<file path="config.mk">
export PLATFORM = sky130hd
export DESIGN_NAME = supply_monitor
export DESIGN_NICKNAME = d
export VERILOG_FILES = /design/src/supply_monitor_pkg.sv /design/src/supply_monitor.sv
export SDC_FILE = /design/constraint.sdc
export NUM_CORES = 1
export LEC_CHECK = 0
export BUFFER_PORTS_ARGS = -buffer_cell sky130_fd_sc_hd__buf_4
export CAP_MARGIN = 20
export CELL_PAD_IN_SITES_DETAIL_PLACEMENT = 1
export CELL_PAD_IN_SITES_GLOBAL_PLACEMENT = 1
export CORE_ASPECT_RATIO = 0.5
export CORE_UTILIZATION = 41
export CTS_CLUSTER_SIZE = 20
export DETAILED_ROUTE_END_ITERATION = 12
export HOLD_SLACK_MARGIN = 0.12
export PLACE_DENSITY = 0.77
export SLEW_MARGIN = 25
export SYNTH_ARGS = -nofsm -noshare
export SYNTH_HDL_FRONTEND = slang
export SYNTH_SLANG_ARGS = --single-unit
</file>
<file path="constraint.sdc">
create_clock -name mclk_in -period 3.3 [get_ports mclk_in]
set_input_delay 0.495 -clock mclk_in [delete_from_list [all_inputs] [get_ports mclk_in]]
set_output_delay 0.495 -clock mclk_in [all_outputs]
set_load 0.005 [all_outputs]
</file>
<file path="src/supply_monitor_pkg.sv">
// constants for the supply monitor control block: register map, field layout,
// reset values, sampling intervals and the protection key.
// assumes a 32-bit APB register bus and a clock generator that delivers source ticks.
package supply_monitor_pkg;
  // register byte offsets
  localparam logic [7:0] PROTECT_OFF = 8'h00;
  localparam logic [7:0] CLK_CTRL_OFF = 8'h04;
  localparam logic [7:0] CTRL_OFF = 8'h08;
  localparam logic [7:0] FLAG_OFF = 8'h0C;
  localparam logic [7:0] IRQ_EN_OFF = 8'h10;
  // protection
  localparam logic [15:0] UNLOCK_KEY = 16'h0096;
  // clock control fields
  localparam int CLK_SRC_LSB = 0;
  localparam int CLK_DIV_LSB = 4;
  localparam int DEBUG_RUN_BIT = 8;
  localparam logic [1:0] CLK_SRC_RESET = 2'h0;
  localparam logic [2:0] CLK_DIV_RESET = 3'h0;
  localparam logic DEBUG_RUN_RESET = 1'b1;
  // monitor control fields
  localparam int DETECT_EN_BIT = 0;
  localparam int MODE_LSB = 1;
  localparam int RESET_SEL_LSB = 4;
  localparam int THRESH_LSB = 8;
  localparam int COUNT_LSB = 13;
  localparam int TARGET_BIT = 15;
  // flag and interrupt enable register fields
  localparam int FLAG_BIT = 0;
  localparam int LIVE_BIT = 8;
  localparam int IRQ_EN_BIT = 0;
  // encodings
  localparam logic [1:0] MODE_CONTINUOUS = 2'h0;
  localparam logic [3:0] RESET_SEL_KEY = 4'hA;
  localparam int THRESHOLD_LEVELS = 20;
  localparam logic [4:0] THRESH_MAX = 5'(THRESHOLD_LEVELS - 1);
  // intermittent intervals in monitor clock ticks for modes 1..3
  localparam logic [7:0] INTERVAL_MODE1 = 8'h20;
  localparam logic [7:0] INTERVAL_MODE2 = 8'h40;
  localparam logic [7:0] INTERVAL_MODE3 = 8'h80;
  // comparator power-up ticks before a sample is taken
  localparam logic [7:0] SETTLE_TICKS = 8'h01;
  localparam logic [31:0] ZERO_WORD = 32'h0000_0000;
endpackage : supply_monitor_pkg

</file>
<file path="src/supply_monitor.sv">
// supply monitor control: clock selection and division, continuous or
// intermittent sampling of the comparator, low count, flag, interrupt and reset.
// assumes the clock generator gives one-cycle source ticks on mclk_in and the
// analog comparator result is a level; APB slave with no wait states.
//
// The register addresses and the APB slave port were decided locally.
`timescale 1ns/10ps
`default_nettype none
module supply_monitor (
  input wire logic mclk_in, // bus and core clock, 100 MHz
  input wire logic rst_n_in, // asynchronous reset, active low
  input wire logic psel_in, // apb select
  input wire logic penable_in, // apb enable
  input wire logic pwrite_in, // apb direction
  input wire logic [7:0] paddr_in, // apb byte address
  input wire logic [31:0] pwdata_in, // apb write data
  output logic [31:0] prdata_out, // apb read data
  output logic pready_out, // apb ready
  output logic pslverr_out, // apb error on unmapped address
  input wire logic [3:0] src_tick_in, // one-cycle ticks of the four clock sources
  input wire logic [3:0] source_sleep_stop_in, // per source: stop in sleep
  input wire logic sleep_in, // cpu in sleep mode
  input wire logic debug_in, // cpu in debug mode
  input wire logic comp_low_in, // comparator: 1 when voltage below threshold
  output logic comp_enable_out, // comparator power
  output logic sense_target_out, // 0 internal supply, 1 external pin
  output logic [4:0] threshold_sel_out, // threshold code to comparator
  output logic irq_out, // low supply interrupt request
  output logic reset_req_out // chip reset request, held while supply low
);
  typedef struct packed {
    logic unlocked;
    logic [1:0] clock_source_sel;
    logic [2:0] clock_divider_sel;
    logic debug_run;
    logic detect_enable;
    logic [1:0] sampling_mode_sel;
    logic [3:0] reset_or_irq_sel;
    logic [4:0] threshold_sel;
    logic [1:0] low_count_sel;
    logic sense_target_sel;
    logic low_supply_flag;
    logic low_supply_irq_enable;
    logic live_low_result;
    logic sync_stage1;
    logic sync_stage2;
    logic [6:0] div_cnt;
    logic [7:0] interval_cnt;
    logic [7:0] slot_cnt;
    logic in_slot;
    logic [3:0] low_cnt;
    logic in_reset;
    logic [31:0] prdata;
    logic pready;
    logic pslverr;
    logic comp_enable;
    logic irq;
  } state_s;

  state_s st_reg;
  state_s st_next;

  logic src_tick;
  logic clock_run;
  logic mon_tick;
  logic [6:0] div_limit;
  logic [7:0] interval;
  logic [3:0] count_target;
  logic sample;
  logic detect;
  logic wr_en;
  logic rd_setup;
  logic wr_protect;
  logic wr_clk;
  logic wr_ctrl;
  logic wr_flag;
  logic wr_irq_en;
  logic mapped;
  logic [31:0] rd_word;

  // monitor clock: selected source tick, gated in sleep and debug, then divided
  always_comb begin
    src_tick = src_tick_in[st_reg.clock_source_sel];
    clock_run = !(sleep_in && source_sleep_stop_in[st_reg.clock_source_sel])
      && !(debug_in && !st_reg.debug_run);
    div_limit = 7'((8'h01 << st_reg.clock_divider_sel) - 8'h01);
    mon_tick = src_tick && clock_run && (st_reg.div_cnt >= div_limit);
    case (st_reg.sampling_mode_sel)
      2'h1: interval = supply_monitor_pkg::INTERVAL_MODE1;
      2'h2: interval = supply_monitor_pkg::INTERVAL_MODE2;
      2'h3: interval = supply_monitor_pkg::INTERVAL_MODE3;
      default: interval = supply_monitor_pkg::INTERVAL_MODE1;
    endcase
    count_target = 4'(5'h01 << st_reg.low_count_sel);
  end

  // sample points: every monitor tick when continuous, end of settle in a slot otherwise
  always_comb begin
    if (st_reg.sampling_mode_sel == supply_monitor_pkg::MODE_CONTINUOUS) begin
      sample = st_reg.detect_enable && mon_tick;
    end else begin
      sample = st_reg.detect_enable && mon_tick && st_reg.in_slot
        && (st_reg.slot_cnt >= supply_monitor_pkg::SETTLE_TICKS);
    end
    // the flag event: a low in continuous mode, the n-th successive low otherwise
    if (st_reg.sampling_mode_sel == supply_monitor_pkg::MODE_CONTINUOUS) begin
      detect = sample && st_reg.sync_stage2;
    end else begin
      detect = sample && st_reg.sync_stage2 && (4'(st_reg.low_cnt + 4'h1) >= count_target);
    end
  end

  // apb decode; writes land at the access edge, read data is prepared in setup
  always_comb begin
    wr_en = psel_in && penable_in && pwrite_in && st_reg.pready;
    rd_setup = psel_in && !penable_in;
    wr_protect = wr_en && (paddr_in == supply_monitor_pkg::PROTECT_OFF);
    wr_clk = wr_en && (paddr_in == supply_monitor_pkg::CLK_CTRL_OFF) && st_reg.unlocked;
    wr_ctrl = wr_en && (paddr_in == supply_monitor_pkg::CTRL_OFF) && st_reg.unlocked;
    wr_flag = wr_en && (paddr_in == supply_monitor_pkg::FLAG_OFF);
    wr_irq_en = wr_en && (paddr_in == supply_monitor_pkg::IRQ_EN_OFF);
    mapped = 1'b1;
    rd_word = supply_monitor_pkg::ZERO_WORD;
    case (paddr_in)
      supply_monitor_pkg::PROTECT_OFF: rd_word[0] = st_reg.unlocked;
      supply_monitor_pkg::CLK_CTRL_OFF: begin
        rd_word[supply_monitor_pkg::CLK_SRC_LSB +: 2] = st_reg.clock_source_sel;
        rd_word[supply_monitor_pkg::CLK_DIV_LSB +: 3] = st_reg.clock_divider_sel;
        rd_word[supply_monitor_pkg::DEBUG_RUN_BIT] = st_reg.debug_run;
      end
      supply_monitor_pkg::CTRL_OFF: begin
        rd_word[supply_monitor_pkg::DETECT_EN_BIT] = st_reg.detect_enable;
        rd_word[supply_monitor_pkg::MODE_LSB +: 2] = st_reg.sampling_mode_sel;
        rd_word[supply_monitor_pkg::RESET_SEL_LSB +: 4] = st_reg.reset_or_irq_sel;
        rd_word[supply_monitor_pkg::THRESH_LSB +: 5] = st_reg.threshold_sel;
        rd_word[supply_monitor_pkg::COUNT_LSB +: 2] = st_reg.low_count_sel;
        rd_word[supply_monitor_pkg::TARGET_BIT] = st_reg.sense_target_sel;
      end
      supply_monitor_pkg::FLAG_OFF: begin
        rd_word[supply_monitor_pkg::FLAG_BIT] = st_reg.low_supply_flag;
        rd_word[supply_monitor_pkg::LIVE_BIT] = st_reg.live_low_result;
      end
      supply_monitor_pkg::IRQ_EN_OFF: rd_word[supply_monitor_pkg::IRQ_EN_BIT] = st_reg.low_supply_irq_enable;
      default: mapped = 1'b0;
    endcase
  end

  // next state
  always_comb begin
    st_next = st_reg;
    // bus handshake: no wait states, ready in the first access cycle
    st_next.pready = rd_setup;
    st_next.pslverr = rd_setup && !mapped;
    if (rd_setup && !pwrite_in) begin
      st_next.prdata = rd_word;
    end
    if (wr_protect) begin
      st_next.unlocked = (pwdata_in[15:0] == supply_monitor_pkg::UNLOCK_KEY);
    end
    if (wr_clk) begin
      st_next.clock_source_sel = pwdata_in[supply_monitor_pkg::CLK_SRC_LSB +: 2];
      st_next.clock_divider_sel = pwdata_in[supply_monitor_pkg::CLK_DIV_LSB +: 3];
      st_next.debug_run = pwdata_in[supply_monitor_pkg::DEBUG_RUN_BIT];
    end
    if (wr_ctrl) begin
      st_next.detect_enable = pwdata_in[supply_monitor_pkg::DETECT_EN_BIT];
      st_next.sampling_mode_sel = pwdata_in[supply_monitor_pkg::MODE_LSB +: 2];
      st_next.reset_or_irq_sel = pwdata_in[supply_monitor_pkg::RESET_SEL_LSB +: 4];
      // codes beyond the last level saturate so the comparator never sees a bad code
      if (pwdata_in[supply_monitor_pkg::THRESH_LSB +: 5] > supply_monitor_pkg::THRESH_MAX) begin
        st_next.threshold_sel = supply_monitor_pkg::THRESH_MAX;
      end else begin
        st_next.threshold_sel = pwdata_in[supply_monitor_pkg::THRESH_LSB +: 5];
      end
      st_next.low_count_sel = pwdata_in[supply_monitor_pkg::COUNT_LSB +: 2];
      st_next.sense_target_sel = pwdata_in[supply_monitor_pkg::TARGET_BIT];
      st_next.low_cnt = 4'h0;
      st_next.interval_cnt = 8'h00;
      st_next.in_slot = 1'b0;
    end
    if (wr_irq_en) begin
      st_next.low_supply_irq_enable = pwdata_in[supply_monitor_pkg::IRQ_EN_BIT];
    end
    // two-flop synchroniser; only the second stage is looked at
    st_next.sync_stage1 = comp_low_in;
    st_next.sync_stage2 = st_reg.sync_stage1;
    // divider advances only on gated source ticks, so sleep and debug freeze it
    if (src_tick && clock_run) begin
      st_next.div_cnt = mon_tick ? 7'h00 : 7'(st_reg.div_cnt + 7'h01);
    end
    // intermittent slot timing on the monitor clock
    if (st_reg.detect_enable && mon_tick
        && st_reg.sampling_mode_sel != supply_monitor_pkg::MODE_CONTINUOUS) begin
      if (st_reg.in_slot) begin
        st_next.slot_cnt = 8'(st_reg.slot_cnt + 8'h01);
        if (sample) begin
          st_next.in_slot = 1'b0;
          st_next.slot_cnt = 8'h00;
        end
      end else if (8'(st_reg.interval_cnt + 8'h01) >= interval) begin
        st_next.interval_cnt = 8'h00;
        st_next.in_slot = 1'b1;
        st_next.slot_cnt = 8'h00;
      end else begin
        st_next.interval_cnt = 8'(st_reg.interval_cnt + 8'h01);
      end
    end
    if (sample) begin
      st_next.live_low_result = st_reg.sync_stage2;
      if (!st_reg.sync_stage2) begin
        st_next.low_cnt = 4'h0;
      end else if (detect) begin
        st_next.low_cnt = 4'h0;
      end else begin
        st_next.low_cnt = 4'(st_reg.low_cnt + 4'h1);
      end
      // reset state ends when the supply reads normal again
      if (st_reg.in_reset && !st_reg.sync_stage2) begin
        st_next.in_reset = 1'b0;
      end
    end
    // flag: write 1 clears, but a detection in the same cycle wins
    if (wr_flag && pwdata_in[supply_monitor_pkg::FLAG_BIT]) begin
      st_next.low_supply_flag = 1'b0;
    end
    if (detect) begin
      st_next.low_supply_flag = 1'b1;
      if (st_reg.reset_or_irq_sel == supply_monitor_pkg::RESET_SEL_KEY) begin
        // reset state: continuous mode, count and enable cleared, clock back to defaults
        st_next.in_reset = 1'b1;
        st_next.sampling_mode_sel = supply_monitor_pkg::MODE_CONTINUOUS;
        st_next.low_count_sel = 2'h0;
        st_next.low_supply_irq_enable = 1'b0;
        st_next.clock_source_sel = supply_monitor_pkg::CLK_SRC_RESET;
        st_next.clock_divider_sel = supply_monitor_pkg::CLK_DIV_RESET;
        st_next.debug_run = supply_monitor_pkg::DEBUG_RUN_RESET;
        st_next.div_cnt = 7'h00;
        st_next.in_slot = 1'b0;
      end
    end
    // comparator powered only with detection enabled: always in continuous mode, only inside slots otherwise
    st_next.comp_enable = st_next.detect_enable
      && (st_next.sampling_mode_sel == supply_monitor_pkg::MODE_CONTINUOUS || st_next.in_slot);
    st_next.irq = st_next.low_supply_flag && st_next.low_supply_irq_enable
      && (st_next.reset_or_irq_sel != supply_monitor_pkg::RESET_SEL_KEY);
  end

  // state register
  always_ff @(posedge mclk_in or negedge rst_n_in) begin
    if (!rst_n_in) begin
      st_reg <= '0;
      st_reg.debug_run <= supply_monitor_pkg::DEBUG_RUN_RESET;
      st_reg.clock_source_sel <= supply_monitor_pkg::CLK_SRC_RESET;
      st_reg.clock_divider_sel <= supply_monitor_pkg::CLK_DIV_RESET;
    end else begin
      st_reg <= st_next;
    end
  end

  // outputs straight from the state register
  assign prdata_out = st_reg.prdata;
  assign pready_out = st_reg.pready;
  assign pslverr_out = st_reg.pslverr;
  assign comp_enable_out = st_reg.comp_enable;
  assign sense_target_out = st_reg.sense_target_sel;
  assign threshold_sel_out = st_reg.threshold_sel;
  assign irq_out = st_reg.irq;
  assign reset_req_out = st_reg.in_reset;
endmodule : supply_monitor
`default_nettype wire

</file>
* Word level (Yosys, flattened, before mapping)
Index checks and enable logic that the tools add are counted.
** Word-level totals
- Bits in registers :: 75
- Input port bits :: 56
** Cells by class
- Mux-type cells :: 48
- Shift-type cells :: 2
- $lt $le $gt $ge :: 6
- Add/sub/neg operators :: 5
- Reduce and logical (&&, ||, !) cells :: 45
- Eq/ne operators :: 9
** Operator list (count)
- 2-to-1 mux 7 bit :: 5
- logical AND 1 bit :: 29
- 2-to-1 mux 9 bit :: 3
- 2-to-1 mux 8 bit :: 3
- 2-to-1 mux 6 bit :: 3
- 2-to-1 mux 17 bit :: 1
- adder 8 x 1 -> 8 bit, second input constant :: 2
- equality test 16 x 8 -> 1 bit, second input constant :: 1
- equality test 8 x 4 -> 1 bit, second input constant :: 2
- one-hot mux 8 bit (2 select lines) :: 1
- 2-to-1 mux 1 bit :: 15
- 2-to-1 mux 15 bit :: 1
- 2-to-1 mux 5 bit :: 3
- 2-to-1 mux 2 bit :: 5
- equality test 8 x 3 -> 1 bit, second input constant :: 1
- equality test 8 x 5 -> 1 bit, second input constant :: 1
- greater-or-equal comparator 8 x 1 -> 1 bit, second input constant :: 1
- greater-or-equal comparator 8 bit :: 1
- logical NOT 8 bit :: 1
- 2-to-1 mux 4 bit :: 2
- adder 7 x 1 -> 7 bit, second input constant :: 1
- greater-or-equal comparator 7 bit :: 1
- logical NOT 1 bit :: 7
- << shifter 1 x 3 -> 7 bit, first input constant :: 1
- 19 further kinds :: 24

* Depth between registers and ports, before layout
Gate-level depths: netlist of the first run.
- Depth in word-level cells :: 19
- Depth in mapped cells :: 11
- Gate-level depth less buffers :: 10

* Least setup slack after synthesis of the first run
OpenSTA, ideal clock, no wires.
- Path kind :: reg2reg
- Start :: register st_reg[88] (netlist name)
- End :: register st_reg[39] (netlist name)
- Path slack :: 0.717 ns
- Required time :: 3.176 ns
- Cell stages (with the launch flop) :: 10
- Data arrival time :: 2.459 ns
- Cell sequence :: dfrtp_1 -> clkbuf_1 -> or3_1 -> ha_1 -> a311oi_1 -> a21oi_1 -> o22ai_4 -> buf_2 -> nor3_1 -> a211o_1
** Between the ends
- Cells in the longest elaborated chain, start to end :: 14
- Elaborated cells on any way between the ends :: 15
- Classes of those cells :: add/sub (1); order compare (1); shift (1); mux (5); reduce/logical (7)
** Ends and longest elaborated chain
- start, declared :: line supply_monitor.sv:60 : state_s st_reg;
- start signal, assigned :: line supply_monitor.sv:256 : st_reg <= st_next;
- << shifter 1 x 3 -> 7 bit (*) :: line supply_monitor.sv:86 : div_limit = 7'((8'h01 << st_reg.clock_divider_sel) - 8'h01);
- subtractor 7 x 1 -> 7 bit (*) :: line supply_monitor.sv:86
- greater-or-equal comparator 7 bit (*) :: line supply_monitor.sv:87 : mon_tick = src_tick && clock_run && (st_reg.div_cnt >= div_limit);
- logical AND 1 bit (*) :: line supply_monitor.sv:87
- logical AND 1 bit (*) :: line supply_monitor.sv:100, supply_monitor.sv:102
- logical AND 1 bit :: line supply_monitor.sv:102 : sample = st_reg.detect_enable && mon_tick && st_reg.in_slot
- logical AND 1 bit :: line supply_monitor.sv:103 : && (st_reg.slot_cnt >= supply_monitor_pkg::SETTLE_TICKS);
- 2-to-1 mux 1 bit (*) :: line supply_monitor.sv:99 : if (st_reg.sampling_mode_sel == supply_monitor_pkg::MODE_CONTINUOUS) begin
- logical AND 1 bit :: line supply_monitor.sv:107, supply_monitor.sv:109
- logical AND 1 bit :: line supply_monitor.sv:109 : detect = sample && st_reg.sync_stage2 && (4'(st_reg.low_cnt + 4'h1) >= count_target);
- 2-to-1 mux 1 bit :: line supply_monitor.sv:106 : if (st_reg.sampling_mode_sel == supply_monitor_pkg::MODE_CONTINUOUS) begin
- 2-to-1 mux 4 bit :: line supply_monitor.sv:212 : end else if (detect) begin
- 2-to-1 mux 4 bit :: line supply_monitor.sv:210 : if (!st_reg.sync_stage2) begin
- 2-to-1 mux 5 bit :: line supply_monitor.sv:208 : if (sample) begin
Mark *: on every way between the ends. The rest lies on a longest branch, timed or not.
A chain may end at the register's enable or synchronous reset.

==> summary by stage, run 1 <==
Timing
The number of endpoints with negative hold slack in the final report is 0. The minimum clock period after layout is 3.03 ns. At the pin with the least slew margin, the transition time is 0.898 ns. The total negative slack for setup checks is 0 ns. The total of endpoints with negative setup slack in the final report is 0.

The max-slew violation count is 0. The tightest slew margin relative to the limit is 40.2%. Timing would allow up to 330 MHz. Setup repair after global routing left no endpoint under its margin.

After layout, the worst path uses 91.9% of the clock period. The tightest hold path in the finished design has a slack of 0.149 ns. The worst clock skew is 0.00713 ns.

Floorplan
The area enclosed by the die boundary is 0.0113 sq mm. The floorplan has 26 rows. The top-level port count is 99. From bottom edge to top edge, the die measures 75.7 microns. The region available for standard cell placement spans 0.0104 sq mm.

Measured along the x axis, the die boundary spans 149 microns. The initial core utilization is 42.9%.

Critical path
In this design, the stage delay of the slowest critical-path cell is 0.53 ns. The setup check on the worst reg-to-reg path leaves a slack of 0.27 ns. On the critical path, the stage with the largest delay is an instance of sky130_fd_sc_hd__o22ai_4. Traced cell by cell, the critical path runs through or3_1, ha_1, a311oi_1, a21oi_1, o22ai_4, nor2_1, buf_4, nor4bb_1. The kind of capture point of the worst setup path is a flip-flop. The class of the most critical setup path is flip-flop to flip-flop. The cell class contributing the biggest share of worst-path delay is compound AO/OA/AOI/OAI gates.

Along the worst path, the maximum fanout reaches 19. The data arrival time of the worst path is 3.26 ns. Data on the critical path is required at its endpoint by 3.53 ns. The worst setup path is launched from a flip-flop. The critical path buffer and inverter count is 1.

Cells and area
The layout filler cell count is 1,199. The final-stage net count is 603. In the final layout, the share of cells above drive strength 1 is 20.5%. The register area is 0.00188 sq mm. The multi-input combinational cells in the finished layout cover a total of 0.00222 sq mm. The number of flip-flops in the largest register is 48. The final antenna diode count is 0. Once layout is complete, the utilization of the core stands at 50.0%. The area overhead of the layout relative to synthesis is 16.4%.

Global routing
Global routing used 22.0% of the available tracks across all layers. The first global-routing pass estimated 18,900 microns of wire. The leftover overflow at the end of global routing is 0. Entering global routing, the biggest net connects 76 pins. The initial antenna violation count is 0.

The via count of the first global-routing pass is 3,716.

Clock tree
Clock latency on the worst-skew pair, taken at its later pin, is 0.34 ns. The tree is rooted in a sky130_fd_sc_hd__clkbuf_16. Clock tree synthesis inserted a total of 9 buffers.

The buffers inserted during post-CTS setup optimization is 0. The H-tree depth is 3. The longest clock path from root to sink contains 2 buffers. The clock tree from TritonCTS is done. The clock slew seen by the registers of the worst setup and hold paths is 0.06 ns.

Counting every sink on the clock net gives 75.

Logic synthesis
After synthesis, the cell types taking the most area are sky130_fd_sc_hd__dfrtp_1, sky130_fd_sc_hd__buf_4, sky130_fd_sc_hd__nand2_1, sky130_fd_sc_hd__ha_1, sky130_fd_sc_hd__mux2i_1. After synthesis, the mean cell area works out to 9.27 sq um. In the synthesized netlist, the number of instances is 481. The synthesis-stage register bit count is 75.

Yosys mapped the design onto 64 distinct sky130hd cell types. The cell taking the most area after synthesis is sky130_fd_sc_hd__dfrtp_1. The primary flip-flop cell chosen by synthesis mapping is sky130_fd_sc_hd__dfrtp_1. The area fraction of the dominant cell type after synthesis is 41.5%. Counting flops with an async set or reset pin after synthesis yields a share of 100%.

In this run, synthesis inferred 0 flip-flops with an integrated enable. The post-synthesis instance area is 0.00446 sq mm. During synthesis, Yosys emitted a total of 0 warnings. In the post-synthesis netlist, the cell with the most instances is sky130_fd_sc_hd__nand2_1. The post-synthesis sequential area ratio is 42.1%. After synthesis, the most frequently instantiated cells are sky130_fd_sc_hd__nand2_1, sky130_fd_sc_hd__dfrtp_1, sky130_fd_sc_hd__buf_4.

Drt
The number of DRC markers in iteration 0 is 150. The final antenna-violating net count is 0. The detail-routed via count per cell is 5.44. The average detailed-routed wire length per instance is 17.2 microns.

The DRC violation count after routing is 0. The final wirelength is 11,500 microns. The routed via count is 3,657. The first TritonRoute pass finished after 4 iterations.

Job
The tool flagged a number of max-cap violations equal to 0.

Hold path
The path category of the worst min-delay check is input pin to async pin.

Power
Summed over all nets, the switching power comes to 0.000456 W. The clock share of power is 48.9%. The portion of total power attributed to combinational logic is 5.5%. The switching share of total power is 22.5%. The internal power of the cells totals 0.00157 W. The worst IR drop on VDD is 0.246 mV. Power spread over the standard cell area amounts to 390 mW/mm^2. The leakage power is 2.51 nW. The part of the power in registers is 45.6%.

Placed design
Detailed placement finished with a half-perimeter wire length of 8580 microns. The weighted congestion reported at the end of routability-driven placement is 0.804. The count of input and output buffers is 65.

Outcome
The run finished with clean final reports.
-- layout make-up --
type / count / share of cell area (%)
Clock inverter: 5 / 1.01
Tap cell: 140 / 3.38
Multi-Input combinational cell: 352 / 42.8
Clock buffer: 11 / 4.68
Sequential cell: 75 / 36.2
Timing Repair Buffer: 75 / 10.9
Inverter: 14 / 1.01
-- cell families (layout without fill, tap and decap cells) --
family	Yosys count	in the layout	share of synthesized area, %
AO/OA/AOI/OAI	97	97	15.4
other	1	17	0.0841
flip-flops	75	75	42.1
adder cells (fa/ha/maj)	20	20	5.61
buffers and inverters	70	105	9.38
AND/OR/NAND/NOR	195	195	22.2
multiplexers	18	18	4.21
XOR/XNOR	5	5	0.983
-- final timing paths --
| kind | from | end | depth (start not counted) |
|---|---|---|---|
| setup / recovery | st_reg[88]$_DFF_PN0_ | irq_out$_DFF_PN0_ | 8 |
| hold / removal | rst_n_in | st_reg[64]$_DFF_PN0_ | 1 |
| setup reg to reg | st_reg[88]$_DFF_PN0_ | irq_out$_DFF_PN0_ | 8 |
| hold reg to reg | st_next[65]$_DFF_PN0_ | st_reg[65]$_DFF_PN0_ | 0 |
| max in group asynchronous | rst_n_in | st_reg[38]$_DFFE_PN0P_ | 1 |
| min in group mclk_in | comp_low_in | st_next[65]$_DFF_PN0_ | 1 |
-- per-stage QoR --
step	power (W)	cells	setup WS, ns	instance area, sq um
global placement	0.00105	656	0.347	4890
finish	0.00203	672	0.268	5190
detailed placement	0.00105	656	0.237	4890
global route	0.00209	672	0.0157	5190
floorplan	0.000989	497	0.717	4520
CTS	0.00205	672	0.161	5180
-- power groups by stage --
stage	sequential (W)	clock, W	combinational, W
final	0.000924	0.000990	0.000111
after global routing	0.000923	0.00105	0.000124
after CTS	0.000924	0.00101	0.000112
after detailed placement	0.000940	0	0.000112
after global placement	0.000940	0	0.000110
after floorplan	0.000940	0	0.0000489
-- layout by cell type (no fill, tap or decap), types with 8 or more instances in the layout --
cell type and count:
sky130_fd_sc_hd__nand3_1 25, sky130_fd_sc_hd__conb_1 17, sky130_fd_sc_hd__mux2i_1 15, sky130_fd_sc_hd__ha_1 20, sky130_fd_sc_hd__nand2_1 79, sky130_fd_sc_hd__o21ai_0 26, sky130_fd_sc_hd__nor3_1 9, sky130_fd_sc_hd__nor2_1 23
sky130_fd_sc_hd__a21oi_1 10, sky130_fd_sc_hd__dfrtp_1 74, sky130_fd_sc_hd__inv_1 14, sky130_fd_sc_hd__nand2b_1 13, sky130_fd_sc_hd__clkbuf_16 9, sky130_fd_sc_hd__buf_4 74, sky130_fd_sc_hd__and3_1 8
-- metal layers --
layer  routed length [microns]  global-route usage (%)  vias up
li1                          -                       -     1750
met1                      5350                    26.9     1839
met2                      5740                    39.6       49
met3                       299                    4.55       19
met4                       155                    7.71        0
met5                         0                       0        -
-- repair_timing --
| item | in CTS | in global routing |
|---|---|---|
| resized for setup | 0 | 1 |
| setup endpoints to repair | 0 | 2 |
| hold buffers | 0 | 0 |
(Power assumes the default switching activity.)
==> run 2, diff against run 1 <==
--- a/config.mk
+++ b/config.mk
@@ -9,7 +9,6 @@
 export CAP_MARGIN = 20
 export CELL_PAD_IN_SITES_DETAIL_PLACEMENT = 1
 export CELL_PAD_IN_SITES_GLOBAL_PLACEMENT = 1
-export CORE_ASPECT_RATIO = 0.5
 export CORE_UTILIZATION = 41
 export CTS_CLUSTER_SIZE = 20
 export DETAILED_ROUTE_END_ITERATION = 12
==> summary by stage, run 2 (same netlist as run 1, synthesis figures left out) <==
Timing
The tightest slew margin relative to the limit is 50.2%. The upper clock frequency limit is 339 MHz. The final critical path takes up 89.3% of the cycle. Setup violations remaining at the end of the flow were counted as 0. The number of endpoints with negative hold slack in the final report is 0. The max-slew violation count is 0. Setup repair after global routing left no endpoint under its margin. In the final timing run, aggregate negative setup slack is 0 ns. For the pin with the worst max-slew slack, the measured transition is 0.747 ns. The minimum clock period after layout is 2.95 ns. The worst clock skew is 0.0169 ns.

Critical path
The data arrival time of the worst path is 3.23 ns. The most numerous cell type found on the critical path is sky130_fd_sc_hd__nor2_1. The critical path goes through or3_1, ha_1, a311oi_1, a21oi_1, o22ai_4, nor2_1, buf_4, nor2_1.

The delay of the slowest cell on the worst path is 0.52 ns. The worst setup path is captured at a flip-flop. STA puts the critical path data required time at 3.58 ns. The class of the most critical setup path is flip-flop to flip-flop. The critical path buffer and inverter count is 1. Among cell families on the critical path, the largest total delay comes from compound AO/OA/AOI/OAI gates.

For this design, the slowest cell found on the critical path is sky130_fd_sc_hd__o22ai_4. The critical path startpoint category is a flip-flop. The highest net fanout along the worst path is 19.

Drt
For this run, design rule violations remaining after detail routing come to 0. The first-pass iteration count of the detailed router is 4. The final wirelength is 11,100 microns.

The final antenna-violating net count is 0. The routed via count is 3,633. In the final routed layout, each cell accounts on average for 16.7 microns.

The detailed router finished its first iteration with 99 violations. Dividing the detail-routed via count by the number of cells gives 5.45.

Clock tree
The buffers inserted during post-CTS setup optimization is 0. Clock tree synthesis found a total of 75 sinks. In this run the deepest clock path goes through 2 buffers. After clock tree synthesis, the flow added hold-fix buffers numbering 0.

The total clock buffers created by CTS is 9. The clock reaches the later pin of the worst-skew pair after 0.36 ns. After clock tree synthesis, the clock-pin slew on the worst setup and hold paths is 0.09 ns. The cell at the root of the clock tree is sky130_fd_sc_hd__clkbuf_8.

TritonCTS built the clock tree. The H-tree was split into 3 levels. In this run, post-CTS repair resized a total of 0 instances.

Cells and area
The register with the most flip-flops in the layout has 48 of them. From synthesis to final layout, the design area changed by 14.9%. 0 antenna diodes ended up in the layout. In the layout the commonest cells are sky130_fd_sc_hd__nand2_1, sky130_fd_sc_hd__dfrtp_1, sky130_fd_sc_hd__buf_4, sky130_fd_sc_hd__o21ai_0, sky130_fd_sc_hd__nand3_1. The library cell used most frequently in the layout, excluding fill and tap cells, is sky130_fd_sc_hd__nand2_1. The count of cells in the finished layout, fillers not included, comes to 667. The final-stage net count is 602. Cells with a size suffix above 1 make up 20.3% of the layout.

Floorplan
The initial core utilization is 42.8%. The core region area is 0.0104 sq mm. The row count is 37. The die extent in x is 106 microns. The floorplan step defined a die boundary enclosing 0.0113 sq mm. 99 I/O pins were placed. The y dimension of the die is 106 microns.

Global routing
The first-pass GRT wire length is 18,900 microns. The leftover overflow at the end of global routing is 0. Global routing consumed, over all layers together, 21.3% of the routing resources.

The via count of the first global-routing pass is 3,818. Entering global routing, the biggest net connects 76 pins. The initial antenna violation count is 0.

Outcome
The run finished with clean final reports.

Power
Dividing total power by cell area gives a power density of 373 mW/mm^2. The leakage power is 2.49 nW. The worst-case IR drop observed on VDD is 0.205 mV.

Placed design
The weighted congestion reported at the end of routability-driven placement is 0.807. Including well taps, the total number of placed cells is 651. Detailed placement finished with a half-perimeter wire length of 8280 microns.

The count of input and output buffers is 65.

Hold path
The path class of the tightest hold or removal check is input pin to async pin.

Job
The number of violations of the max-capacitance limit is 0.
## run 2: changes by cell type in the layout (fill, tap and decap cells not counted)
cell                         previous run  this run
sky130_fd_sc_hd__clkinv_2               3         1
sky130_fd_sc_hd__clkinv_4               0         1
sky130_fd_sc_hd__clkbuf_8               1         9
sky130_fd_sc_hd__inv_6                  0         1
sky130_fd_sc_hd__buf_4                 74        73
sky130_fd_sc_hd__clkinvlp_4             1         0
sky130_fd_sc_hd__o311ai_1               1         0
sky130_fd_sc_hd__o311ai_0               0         1
sky130_fd_sc_hd__clkbuf_16              9         0
sky130_fd_sc_hd__bufinv_16              1         3
## run 2: report_power, final
group	total [W]	internal (W)	switching (W)
logic	0.000110	0.0000445	0.0000652
clock network	0.000877	0.000506	0.000371
registers	0.000922	0.000921	0.00000130
total	0.00191	0.00147	0.000438
## run 2: worst reg2reg max path: cells and delay by family, from the launching register on
family	cells	cell delay, ns
AO/OA/AOI/OAI	3	1.08
AND/OR/NAND/NOR	3	0.79
flip-flops	1	0.49
adder cells (fa/ha/maj)	1	0.29
buffers and inverters	1	0.22
## run 2: metal layers
metal / vias to the layer above / global-route usage, % / part of all wire [%]
li1: 1739 / - / -
met1: 1797 / 26.1 / 44
met2: 77 / 36.9 / 49
met3: 20 / 3.31 / 3.7
met4: 0 / 9.23 / 2.5
met5: - / 0 / 0
## run 2: layout make-up
| cell class | instances | area [sq um] |
|---|---|---|
| timing repair buffer | 74 | 559 |
| inverter | 14 | 52.6 |
| clock inverter | 6 | 113 |
| sequential | 75 | 1880 |
| fill | 1245 | 5300 |
| multi-input combinational | 352 | 2220 |
| clock buffer | 10 | 128 |
| tap | 136 | 170 |
## run 2: worst paths after layout
| check | startpoint | endpoint | slack [ns] | depth (start not counted) |
|---|---|---|---|---|
| worst max-delay path | st_reg[88]$_DFF_PN0_ | st_reg[88]$_DFF_PN0_ | 0.35 | 8 |
| worst min-delay path | rst_n_in | st_reg[37]$_DFFE_PN0P_ | 0.16 | 1 |
| worst max register to register | st_reg[88]$_DFF_PN0_ | st_reg[88]$_DFF_PN0_ | 0.35 | 8 |
| worst min register to register | st_next[65]$_DFF_PN0_ | st_reg[65]$_DFF_PN0_ | 0.36 | 0 |
| max in group asynchronous | rst_n_in | st_reg[56]$_DFF_PN0_ | 2.65 | 1 |
| min in group mclk_in | comp_low_in | st_next[65]$_DFF_PN0_ | 0.24 | 1 |
## run 2: per-stage QoR
stage	area (sq um)	setup WS, ns	util (%)	hold slack, ns	total power, W
2_1_floorplan	4520	0.717	-	0.199	0.000989
3_3_place_gp	4880	0.498	46.8	0.332	0.00105
3_5_place_dp	4880	0.355	46.8	0.340	0.00105
4_1_cts	5120	0.297	49.1	0.229	0.00193
5_1_grt	5120	0.0134	49.2	0.209	0.00197
6_report	5120	0.353	49.2	0.158	0.00191
